==> src/pcs_pkg.sv <==
// package: constants for the program counter and return stack
package pcs_pkg;
    localparam int PCS_PC_WIDTH = 13;
    localparam int PCS_LOW_WIDTH = 8;
    localparam int PCS_HIGH_WIDTH = 5;
    localparam int PCS_TARGET_WIDTH = 11;
    localparam int PCS_STACK_DEPTH = 8;
    localparam int PCS_SP_WIDTH = 3;
    localparam logic [12:0] PCS_PC_RESET = 13'h0000;
    localparam logic [7:0] PCS_LATCH_RESET = 8'h00;
    localparam logic [2:0] PCS_SP_RESET = 3'h0;
    localparam logic [12:0] PCS_INT_VECTOR = 13'h0004;
    localparam int PCS_LATCH_FULL_LSB = 0;
    localparam int PCS_LATCH_PAGE_LSB = 3;
    localparam int PCS_LATCH_PAGE_WIDTH = 2;

    // one-hot sequencing action chosen each cycle
    typedef enum logic [6:0] {
        PCS_ACT_STEP = 7'h01,
        PCS_ACT_LOW_WRITE = 7'h02,
        PCS_ACT_JUMP = 7'h04,
        PCS_ACT_CALL = 7'h08,
        PCS_ACT_INT = 7'h10,
        PCS_ACT_RET = 7'h20,
        PCS_ACT_HOLD = 7'h40
    } pcs_act_t;
endpackage

==> src/pcs_pc_stack.sv <==
// program counter sequencing with an eight deep circular return stack
`timescale 1ns/1ps
// What this block does
// - keeps a 13-bit program counter that addresses program memory.
// - low byte read/write via low-byte register; upper five bits come from latch.
// - every reset clears the whole program counter to zero.
// - low-byte write loads latch bits 4:0 into upper bits at once.
// - call or jump takes top two counter bits from latch bits 4:3.
// - eight-entry return stack, each entry a full 13-bit value.
// - stack outside address spaces; pointer not readable or writable.
// - push counter on call and on interrupt vectoring.
// - pop on subroutine exit, literal exit and interrupt exit.
// - push and pop leave the high latch register unchanged.
// - stack is circular; ninth push overwrites the first.
// - no overflow or underflow flag exists.
// - push and pop happen only implicitly through call, return, interrupt.
module pcs_pc_stack import pcs_pkg::*; #(
    parameter logic [12:0] INT_VECTOR = PCS_INT_VECTOR
) (
    input wire logic clk,
    input wire logic rst,
    input wire logic step,
    input wire logic low_write,
    input wire logic [7:0] low_write_data,
    input wire logic latch_write,
    input wire logic [7:0] latch_write_data,
    input wire logic jump_instr,
    input wire logic call_instr,
    input wire logic [10:0] target,
    input wire logic return_instr,
    input wire logic literal_exit_instr,
    input wire logic interrupt_exit_instr,
    input wire logic int_vector_take,
    output logic [12:0] pc,
    output logic [7:0] counter_low_byte_reg,
    output logic [7:0] counter_high_latch_reg
);
    // ========================================
    // state
    typedef struct packed {
        logic [12:0] pc;
        logic [7:0] latch;
        logic [2:0] sp;
        logic ret_pending;
    } pcs_state_t;

    pcs_state_t state_reg;
    pcs_state_t state_next;
    pcs_act_t act;
    logic push;
    logic [12:0] push_data;
    logic [2:0] top_idx;
    logic [12:0] top_data;
    logic pop;

    // ========================================
    // action select: interrupt wins, then control flow, then writes
    always_comb begin
        pop = return_instr | literal_exit_instr | interrupt_exit_instr;
        if (int_vector_take) begin
            act = PCS_ACT_INT;
        end else if (pop) begin
            act = PCS_ACT_RET;
        end else if (call_instr) begin
            act = PCS_ACT_CALL;
        end else if (jump_instr) begin
            act = PCS_ACT_JUMP;
        end else if (low_write) begin
            act = PCS_ACT_LOW_WRITE;
        end else if (step) begin
            act = PCS_ACT_STEP;
        end else begin
            act = PCS_ACT_HOLD;
        end
    end

    // the return address is the counter of the caller plus one
    assign push = (act == PCS_ACT_CALL) || (act == PCS_ACT_INT);
    assign push_data = state_reg.pc + 13'h0001;
    // pointer names the next free slot; wraps silently, no flags
    assign top_idx = state_reg.sp - 3'h1;

    // ========================================
    // next state
    always_comb begin
        state_next = state_reg;
        state_next.ret_pending = 1'b0;
        unique case (act)
            PCS_ACT_STEP: begin
                // plain advance; low byte carries into the upper bits here only
                state_next.pc = state_reg.pc + 13'h0001;
            end
            PCS_ACT_LOW_WRITE: begin
                // no carry help for computed jumps: software owns the latch
                state_next.pc = {state_reg.latch[PCS_LATCH_FULL_LSB +: PCS_HIGH_WIDTH],
                    low_write_data};
            end
            PCS_ACT_JUMP: begin
                state_next.pc = {state_reg.latch[PCS_LATCH_PAGE_LSB +: PCS_LATCH_PAGE_WIDTH],
                    target};
            end
            PCS_ACT_CALL: begin
                state_next.pc = {state_reg.latch[PCS_LATCH_PAGE_LSB +: PCS_LATCH_PAGE_WIDTH],
                    target};
                state_next.sp = state_reg.sp + 3'h1;
            end
            PCS_ACT_INT: begin
                state_next.pc = INT_VECTOR;
                state_next.sp = state_reg.sp + 3'h1;
            end
            PCS_ACT_RET: begin
                state_next.sp = top_idx;
                state_next.ret_pending = 1'b1;
            end
            PCS_ACT_HOLD: begin
                state_next.pc = state_reg.pc;
            end
        endcase
        // registered stack read lands one cycle after the pop
        if (state_reg.ret_pending) begin
            state_next.pc = top_data;
        end
        // latch only changes by its own write, never by push or pop
        if (latch_write) begin
            state_next.latch = latch_write_data;
        end
    end

    // ========================================
    // registers
    always_ff @(posedge clk) begin
        if (rst) begin
            state_reg.pc <= PCS_PC_RESET;
            state_reg.latch <= PCS_LATCH_RESET;
            state_reg.sp <= PCS_SP_RESET;
            state_reg.ret_pending <= 1'b0;
        end else begin
            state_reg <= state_next;
        end
    end

    // ========================================
    // return stack, private to this block
    pcs_stack_mem #(
        .WIDTH(PCS_PC_WIDTH),
        .DEPTH(PCS_STACK_DEPTH),
        .AW(PCS_SP_WIDTH)
    ) u_stack (
        .clk(clk),
        .rst(rst),
        .wr_en(push),
        .wr_addr(state_reg.sp),
        .wr_data(push_data),
        .rd_addr(top_idx),
        .rd_data(top_data)
    );

    assign pc = state_reg.pc;
    assign counter_low_byte_reg = state_reg.pc[7:0];
    assign counter_high_latch_reg = state_reg.latch;
endmodule // pcs_pc_stack

==> src/pcs_stack_mem.sv <==
// return address store: small register array, registered read data
`timescale 1ns/1ps
module pcs_stack_mem import pcs_pkg::*; #(
    parameter int WIDTH = PCS_PC_WIDTH,
    parameter int DEPTH = PCS_STACK_DEPTH,
    parameter int AW = PCS_SP_WIDTH
) (
    input wire logic clk,
    input wire logic rst,
    input wire logic wr_en,
    input wire logic [AW-1:0] wr_addr,
    input wire logic [WIDTH-1:0] wr_data,
    input wire logic [AW-1:0] rd_addr,
    output logic [WIDTH-1:0] rd_data
);
    typedef struct packed {
        logic [DEPTH-1:0][WIDTH-1:0] mem;
        logic [WIDTH-1:0] rd;
    } pcs_mem_state_t;

    pcs_mem_state_t state_reg;
    pcs_mem_state_t state_next;

    // ========================================
    // next state
    always_comb begin
        state_next = state_reg;
        if (wr_en) begin
            state_next.mem[wr_addr] = wr_data;
        end
        // write-through so a read of the slot being written sees new data
        if (wr_en && (wr_addr == rd_addr)) begin
            state_next.rd = wr_data;
        end else begin
            state_next.rd = state_next.mem[rd_addr];
        end
    end

    // ========================================
    // registers
    always_ff @(posedge clk) begin
        if (rst) begin
            state_reg <= '0;
        end else begin
            state_reg <= state_next;
        end
    end

    assign rd_data = state_reg.rd;
endmodule // pcs_stack_mem

==> config.mk <==
export PLATFORM = sky130hd
export DESIGN_NAME = pcs_pc_stack
export DESIGN_NICKNAME = d
export VERILOG_FILES = /design/src/pcs_pkg.sv /design/src/pcs_pc_stack.sv /design/src/pcs_stack_mem.sv
export SDC_FILE = /design/constraint.sdc
export NUM_CORES = 1
export LEC_CHECK = 0
export ABC_CLOCK_PERIOD_IN_PS = 6410
export BUFFER_PORTS_ARGS = -buffer_cell sky130_fd_sc_hd__buf_4
export CAP_MARGIN = 20
export CORE_MARGIN = 8
export CORE_UTILIZATION = 50
export DETAILED_ROUTE_END_ITERATION = 7
export PLACE_DENSITY = 0.74
export SLEW_MARGIN = 20
export SYNTH_ARGS = -nofsm -noshare
export SYNTH_HDL_FRONTEND = slang
export SYNTH_SLANG_ARGS = --single-unit
==> constraint.sdc <==
create_clock -name clk -period 6.41 [get_ports clk]
set_clock_uncertainty 0.1 [all_clocks]
set_input_delay 0.3205 -clock clk [delete_from_list [all_inputs] [get_ports clk]]
set_output_delay 0.3205 -clock clk [all_outputs]
set_load 0.05 [all_outputs]
==> results of run 1 <==
-- per-layer routing --
metal | up-vias | wire (um)
met5 | - | 0
met4 | 0 | 568
met3 | 33 | 942
met2 | 159 | 7880
met1 | 2548 | 7100
li1 | 2511 | -
-- worst max-delay path by stage --
stage / from / to / depth (start not counted)
global route: pc[0] / u_stack.state_reg[90] / 5
finish: pc[0] / u_stack.state_reg[77] / 5
CTS: pc[0] / u_stack.state_reg[90] / 5
detailed placement: interrupt_exit_instr / u_stack.state_reg[91] / 5
global placement: interrupt_exit_instr / u_stack.state_reg[92] / 5
floorplan: state_reg[1] / u_stack.rd_data[3] / 8
-- cells in the final DEF (no fill, tap or decap), types with 5 or more instances in the layout --
master                      instances
sky130_fd_sc_hd__xnor2_1            8
sky130_fd_sc_hd__a211oi_1          91
sky130_fd_sc_hd__mux2i_1           24
sky130_fd_sc_hd__nand3_1            6
sky130_fd_sc_hd__inv_1              6
sky130_fd_sc_hd__nand2_1           44
sky130_fd_sc_hd__dfxtp_1          141
sky130_fd_sc_hd__o211ai_1           6
sky130_fd_sc_hd__nor2_1           122
sky130_fd_sc_hd__a21oi_1           22
sky130_fd_sc_hd__o22ai_1            5
sky130_fd_sc_hd__buf_4             77
sky130_fd_sc_hd__mux4_2            26
sky130_fd_sc_hd__clkbuf_16         17
sky130_fd_sc_hd__nor3_1             5
sky130_fd_sc_hd__nand2b_1           8
sky130_fd_sc_hd__bufinv_16          5
sky130_fd_sc_hd__o21ai_0           10
sky130_fd_sc_hd__nor4_1             5
-- layout make-up --
type                            instances  area share [%]
Clock buffer                           22            5.98
Sequential cell                       142            37.4
Timing Repair Buffer                   78            7.80
Inverter                                8           0.395
Multi-Input combinational cell        449            43.1
Clock inverter                         10            2.45
Tap cell                              176            2.90
-- critical path, stage by stage (launching register included) --
cell                       delay, ps
sky130_fd_sc_hd__dfxtp_1         540
sky130_fd_sc_hd__ha_1            290
sky130_fd_sc_hd__nand4_1         280
sky130_fd_sc_hd__or4_1           670
sky130_fd_sc_hd__xor2_1          640
sky130_fd_sc_hd__a211oi_1        170
-- cells in the mapped netlist (all sizes together) (4+ instances only) --
cell and number:
a2111oi 5, a211oi 93, a21oi 22, a221o 4, buf 47, clkbuf 38, dfxtp 142, inv 7
mux2i 24, mux4 26, nand2 44, nand2b 8, nand3 6, nor2 122, nor3 5, nor4 5
o211ai 6, o21ai 10, o22ai 5, or4 4, or4bb 4, xnor2 8, xor2 4
-- cell families after synthesis --
kind of cell	Yosys count	synth area share, %
AO/OA/AOI/OAI	173	20.5
flip-flops	142	42.5
multiplexers	51	12.5
buffers and inverters	94	8.55
XOR/XNOR	12	1.57
adder cells (fa/ha/maj)	3	0.561
AND/OR/NAND/NOR	210	13.8
-- power by group --
group	switching, mW	internal [mW]	total (mW)
Clock	0.362	0.701	1.06
Sequential	0.0369	0.931	0.967
Combinational	0.204	0.127	0.331
Total	0.602	1.76	2.36
-- stage by stage --
| stage | hold WS (ps) | setup slack (ps) | std cells |
|---|---|---|---|
| 2_1_floorplan | 333 | 3870 | 685 |
| 6_report | 42.4 | 3540 | 885 |
| 3_3_place_gp | 339 | 3590 | 852 |
| 3_5_place_dp | 345 | 3510 | 852 |
| 4_1_cts | 29.1 | 3550 | 884 |
| 5_1_grt | 49.7 | 3400 | 885 |
==> reports/summary.json, run 1 <==
{
  "outcome": {
    "outcome": "finished clean"
  },
  "final_layout": {
    "final_core_util_pct": 57.8,
    "layout_cell_share_with_drive_strength_beyond_1_pct": 20.9,
    "largest_register_ff_count": 104,
    "area_delta_synth_final_pct": 13.7,
    "stdcell_area_mm2": 0.00760,
    "nFillCells": 1088,
    "multi_input_area_mm2": 0.00327,
    "nNetsFinal": 737,
    "antenna_cells": 0,
    "footprint_of_the_flip_flops_and_latches_mm2": 0.00284
  },
  "global_route": {
    "grt.overflow.total": 0,
    "via_count_of_the_first_global_routing_pass": 5297,
    "track_usage_pct": 19.2,
    "grt.met1_usage_pct": 23.1,
    "use_met3_pct": 4.95,
    "grt_max_degree": 93,
    "grt_first_pass_wirelength_mm": 27.1,
    "grt_most_used_layer": "met2",
    "antenna_found_initial": 0,
    "groute.layer.met2.usage_pct": 30.8
  },
  "setup_path": {
    "critical_path.reg2reg.startpoint": "pc[0]",
    "rr_worst_depth": 5,
    "worst_setup_path_end_kind": "register",
    "cp-start-kind": "register",
    "path_max_fanout": 9,
    "critPathArrivalTime_ps": 3010,
    "rrSetupSlack_ps": 3540,
    "required_ps": 6550,
    "critPathKind": "reg2reg",
    "regToRegEndpoint": "u_stack.state_reg[77]"
  },
  "cts": {
    "clkTransAtPathRegs_ps": 60,
    "post_cts_resize_count": 0,
    "post_cts_hold_buffer_count": 0,
    "numCtsBuffers": 17,
    "worst_case_clock_buffer_depth": 2,
    "cts.repair_timing.setup_buffer_count": 0,
    "cts_max_level": 4,
    "cts_root_buffer": "sky130_fd_sc_hd__clkbuf_16",
    "clock_latency_ps": 410,
    "clock-sinks": 142,
    "cts_tree": "yes"
  },
  "route": {
    "drt.antenna.violating_nets": 0,
    "first_pass_iters": 4,
    "route.detailed.wl_per_inst_um": 18.6,
    "detail_route.vias_per_cell": 5.93,
    "routed-via-count": 5251,
    "final_wirelength_mm": 16.5,
    "drt_iter0_markers": 405,
    "remaining_drc_errors": 0
  },
  "floorplanning": {
    "initial_standard_cell_utilization_of_the_core_pct": 50.9,
    "fp.coreArea_mm2": 0.0131,
    "io_pins": 67,
    "dieHeight_um": 132,
    "dieArea_mm2": 0.0173,
    "std_cell_rows": 42,
    "floorplan.die.width_um": 132
  },
  "hold_path": {
    "worst_hold_path_endpoint": "counter_high_latch_reg[4]",
    "hold_class": "in2reg",
    "min_from": "latch_write_data[4]",
    "hold_path_depth": 3
  },
  "sta": {
    "timing.final.crit_share_pct": 44.8,
    "fin_setup_tns_ps": 0,
    "final-max-slew-violation-count": 0,
    "tightestPinTransition_ps": 1090,
    "max_slew_margin_pct": 27.5,
    "unrepaired_setup_endpoints_after_global_routing": "no",
    "setup-violations-final": 0,
    "timing_hold_violations_final": 0,
    "clock.fmax_ghz": 0.349,
    "final.min_clock_period_ps": 2870
  },
  "yosys": {
    "mappedNetlistArea_mm2": 0.00669,
    "ys_seq_elements": 142,
    "synth.distinct_cells": 63,
    "share_of_flip_flops_with_an_asynchronous_set_or_reset_after_synthesis_pct": 0,
    "synth_enable_flop_cells": 0,
    "top_area_cells_in_the_synthesized_netlist": "sky130_fd_sc_hd__dfxtp_1 43%, sky130_fd_sc_hd__a211oi_1 10%, sky130_fd_sc_hd__mux4_2 8.8%",
    "synth.net_count": 726,
    "post-synth-top-area-cell": "sky130_fd_sc_hd__dfxtp_1",
    "syn_avg_cell_area_um2": 9.76,
    "synth.yosys.warnings": 0,
    "postSynthCellCount": 685,
    "yosysSeqAreaShare_pct": 42.5,
    "synth-main-ff-cell": "sky130_fd_sc_hd__dfxtp_1",
    "synth_top_cell_area_share_pct": 42.5
  },
  "pwr": {
    "total_power_mw": 2.36,
    "power_leakage_nw": 2.58,
    "vdd_ir_drop_max_mv": 0.196,
    "p_per_area_mw_per_mm2": 311
  },
  "place": {
    "gp_congestion": 0.847,
    "post_dp_cell_area_mm2": 0.00694,
    "buffer_ports.inserted": 66,
    "hpwl_detailed_mm": 10.7
  },
  "flow_run": {
    "maxCapViolCount": 0
  }
}
Note: power is estimated with default switching activity, not from simulation.
==> inputs of run 2 (changes only) <==
--- a/config.mk
+++ b/config.mk
@@ -5,13 +5,13 @@
 export SDC_FILE = /design/constraint.sdc
 export NUM_CORES = 1
 export LEC_CHECK = 0
-export ABC_CLOCK_PERIOD_IN_PS = 6410
+export ABC_CLOCK_PERIOD_IN_PS = 2600
 export BUFFER_PORTS_ARGS = -buffer_cell sky130_fd_sc_hd__buf_4
 export CAP_MARGIN = 20
 export CORE_MARGIN = 8
 export CORE_UTILIZATION = 50
 export DETAILED_ROUTE_END_ITERATION = 7
-export PLACE_DENSITY = 0.74
+export PLACE_DENSITY = 0.77
 export SLEW_MARGIN = 20
 export SYNTH_ARGS = -nofsm -noshare
 export SYNTH_HDL_FRONTEND = slang
==> constraint.sdc (replaced) <==
create_clock -name clk -period 2.6 [get_ports clk]
set_clock_uncertainty 0.1 [all_clocks]
set_input_delay 0.13 -clock clk [delete_from_list [all_inputs] [get_ports clk]]
set_output_delay 0.13 -clock clk [all_outputs]
set_load 0.05 [all_outputs]
==> reports/summary.json, run 2 (synthesized netlist as in run 1, its figures left out) <==
{
  "outcome": {
    "outcome": {"value": "finished clean", "change": "unchanged"}
  },
  "route": {
    "final_wirelength": {"value": 17.4, "unit": "mm", "change": "was 16.5 mm"},
    "drt.antenna.violating_nets": {"value": 0, "change": "unchanged"},
    "drt_iter0_markers": {"value": 435, "change": "was 405"},
    "route.detailed.wl_per_inst": {"value": 18.9, "unit": "um", "change": "was 18.6 um"},
    "detail_route.vias_per_cell": {"value": 5.94, "change": "was 5.93"},
    "routed-via-count": {"value": 5472, "change": "was 5251"},
    "first_pass_iters": {"value": 5, "change": "was 4"},
    "remaining_drc_errors": {"value": 0, "change": "unchanged"}
  },
  "global_route": {
    "antenna_found_initial": {"value": 0, "change": "unchanged"},
    "track_usage": {"value": 20.2, "unit": "%", "change": "was 19.2%"},
    "grt_first_pass_wirelength": {"value": 28.5, "unit": "mm", "change": "was 27.1 mm"},
    "grt_max_degree": {"value": 108, "change": "was 93"},
    "via_count_of_the_first_global_routing_pass": {"value": 5492, "change": "was 5297"},
    "grt.overflow.total": {"value": 0, "change": "unchanged"}
  },
  "setup_path": {
    "critical_path.slowest_cell": {"value": "sky130_fd_sc_hd__or4_1", "change": "unchanged"},
    "worst_setup_path_end_kind": {"value": "register", "change": "unchanged"},
    "worst_path_largest_cell_delay": {"value": 640, "unit": "ps", "change": "was 670 ps"},
    "path_max_fanout": {"value": 8, "change": "was 9"},
    "crit_path_cell_trace": {"value": "ha_1 -> nand4_1 -> or4_1 -> xor2_2 -> a211oi_1", "change": "was ha_1 -> nand4_1 -> or4_1 -> xor2_1 -> a211oi_1"},
    "worst-path-buf-inv": {"value": 0, "change": "unchanged"},
    "cp-start-kind": {"value": "register", "change": "unchanged"},
    "required": {"value": 2770, "unit": "ps", "change": "was 6550 ps"},
    "cp_top_family": {"value": "simple AND/OR/NAND/NOR gates", "change": "unchanged"},
    "critPathArrivalTime": {"value": 2570, "unit": "ps", "change": "was 3010 ps"},
    "critPathKind": {"value": "reg2reg", "change": "unchanged"}
  },
  "place": {
    "post_dp_cell_area": {"value": 0.00710, "unit": "mm2", "change": "was 0.00694 mm2"},
    "buffer_ports.inserted": {"value": 66, "change": "unchanged"},
    "minimum_setup_slack_after_placement": {"value": 93.6, "unit": "ps", "change": "was 3510 ps"},
    "hpwl_detailed": {"value": 11.3, "unit": "mm", "change": "was 10.7 mm"},
    "gp_congestion": {"value": 0.958, "change": "was 0.847"}
  },
  "final_layout": {
    "nNetsFinal": {"value": 773, "change": "was 737"},
    "layout.cells.most_common_list": {"value": "141 x sky130_fd_sc_hd__dfxtp_1, 122 x sky130_fd_sc_hd__nor2_1, 93 x sky130_fd_sc_hd__buf_4, 91 x sky130_fd_sc_hd__a211oi_1, 44 x sky130_fd_sc_hd__nand2_1", "change": "was 141 x sky130_fd_sc_hd__dfxtp_1, 122 x sky130_fd_sc_hd__nor2_1, 91 x sky130_fd_sc_hd__a211oi_1, 77 x sky130_fd_sc_hd__buf_4, 44 x sky130_fd_sc_hd__nand2_1"},
    "largest_register_ff_count": {"value": 104, "change": "unchanged"},
    "antenna_cells": {"value": 0, "change": "unchanged"},
    "area_delta_synth_final": {"value": 19.3, "unit": "%", "change": "was 13.7%"},
    "layout.cells.most_common": {"value": "sky130_fd_sc_hd__dfxtp_1", "change": "unchanged"},
    "nFillCells": {"value": 1054, "change": "was 1088"},
    "stdcell_area": {"value": 0.00798, "unit": "mm2", "change": "was 0.00760 mm2"},
    "layout_cell_share_with_drive_strength_beyond_1": {"value": 22.7, "unit": "%", "change": "was 20.9%"}
  },
  "cts": {
    "cts_tree": {"value": "yes", "change": "unchanged"},
    "clock-sinks": {"value": 142, "change": "unchanged"},
    "cts.repair_timing.setup_buffer_count": {"value": 0, "change": "unchanged"},
    "cts_root_buffer": {"value": "sky130_fd_sc_hd__clkbuf_16", "change": "unchanged"},
    "clkTransAtPathRegs": {"value": 60, "unit": "ps", "change": "about the same"},
    "worst_case_clock_buffer_depth": {"value": 2, "change": "unchanged"},
    "numCtsBuffers": {"value": 17, "change": "unchanged"},
    "cts_max_level": {"value": 4, "change": "unchanged"},
    "clock_latency": {"value": 410, "unit": "ps", "change": "about the same"}
  },
  "sta": {
    "whs": {"value": 13.4, "unit": "ps", "change": "was 42.4 ps"},
    "tightestPinTransition": {"value": 956, "unit": "ps", "change": "was 1090 ps"},
    "max_slew_margin": {"value": 35.8, "unit": "%", "change": "was 27.5%"},
    "final.min_clock_period": {"value": 2400, "unit": "ps", "change": "was 2870 ps"},
    "final-max-slew-violation-count": {"value": 0, "change": "unchanged"},
    "timing.final.crit_share": {"value": 92.1, "unit": "%", "change": "was 44.8%"},
    "clock.fmax": {"value": 0.417, "unit": "GHz", "change": "was 0.349 GHz"},
    "timing_hold_violations_final": {"value": 0, "change": "unchanged"},
    "timing.final.ws_setup": {"value": 204, "unit": "ps", "change": "was 3540 ps"},
    "setup-violations-final": {"value": 0, "change": "unchanged"},
    "unrepaired_setup_endpoints_after_global_routing": {"value": "no", "change": "unchanged"},
    "fin_setup_tns": {"value": 0, "unit": "ps", "change": "unchanged"}
  },
  "pwr": {
    "power_leakage": {"value": 2.77, "unit": "nW", "change": "was 2.58 nW"},
    "total_power": {"value": 6.00, "unit": "mW", "change": "was 2.36 mW"},
    "p_per_area": {"value": 752, "unit": "mW/mm2", "change": "was 311 mW/mm2"},
    "vdd_ir_drop_max": {"value": 0.505, "unit": "mV", "change": "was 0.196 mV"}
  },
  "floorplanning": {
    "initial_standard_cell_utilization_of_the_core": {"value": 50.9, "unit": "%", "change": "unchanged"},
    "std_cell_rows": {"value": 42, "change": "unchanged"},
    "floorplan.die.width": {"value": 132, "unit": "um", "change": "unchanged"},
    "dieArea": {"value": 0.0173, "unit": "mm2", "change": "unchanged"},
    "dieHeight": {"value": 132, "unit": "um", "change": "unchanged"},
    "io_pins": {"value": 67, "change": "unchanged"},
    "fp.coreArea": {"value": 0.0131, "unit": "mm2", "change": "unchanged"}
  },
  "hold_path": {
    "hold_class": {"value": "in2reg", "change": "unchanged"}
  },
  "flow_run": {
    "maxCapViolCount": {"value": 0, "change": "unchanged"}
  }
}
run 2: cell count changes in the layout (fill, tap and decap cells not counted), sizes merged:
cell | before | now
buf | 78 | 95
clkbuf | 22 | 23
clkinvlp | 3 | 2
dlygate4sd3 | 0 | 19
run 2: metrics by stage:
stage | util (%) | std cells
global route | 60.7 | 921
global placement | 54.1 | 870
CTS | 60.7 | 921
detailed placement | 54.1 | 870
finish | 60.7 | 921
floorplan | - | 685
run 2: final timing paths:
kind | start | endpoint | slack [ps] | cells past startpoint
hold / removal | rst | counter_high_latch_reg[2] | 10 | 2
setup / recovery | pc[1] | u_stack.state_reg[25] | 200 | 5
hold reg to reg | u_stack.rd_data[0] | pc[0] | 360 | 1
setup reg to reg | pc[1] | u_stack.state_reg[25] | 200 | 5
run 2: metal layers:
| metal | GRT usage [%] | vias up | part of all wire (%) |
|---|---|---|---|
| li1 | - | 2586 | - |
| met1 | 24.1 | 2616 | 42 |
| met2 | 33.2 | 232 | 48 |
| met3 | 5.34 | 38 | 7.0 |
| met4 | 9.76 | 0 | 3.3 |
| met5 | 0 | - | 0 |
run 2: timing repair:
action                     4_1_cts  5_1_grt
resized for setup                0        1
hold endpoints to repair         9        0
hold buffers                    19        0
setup endpoints to repair        0        4
run 2: where the power goes:
group,internal [mW],leakage (nW),switching (mW)
Clock,1.83,0.326,0.903
Combinational,0.362,1.29,0.527
Sequential,2.29,1.15,0.0806
run 2: layout make-up:
type	count	area, um2	share of cell area (%)
multi-input cells	449	3280	41.1
repair buffers	114	928	11.6
clock buffers	23	498	6.24
inverters	8	30.0	0.376
flip-flops and latches	142	2840	35.6
well taps	176	220	2.76
clock inverters	9	179	2.24
run 2: worst reg2reg max path: cells and delay by family, from the launching register on:
kind | cells | cell delay (ps)
XOR/XNOR | 1 | 380
AO/OA/AOI/OAI | 1 | 150
AND/OR/NAND/NOR | 2 | 800
flip-flops | 1 | 540
adder cells (fa/ha/maj) | 1 | 300
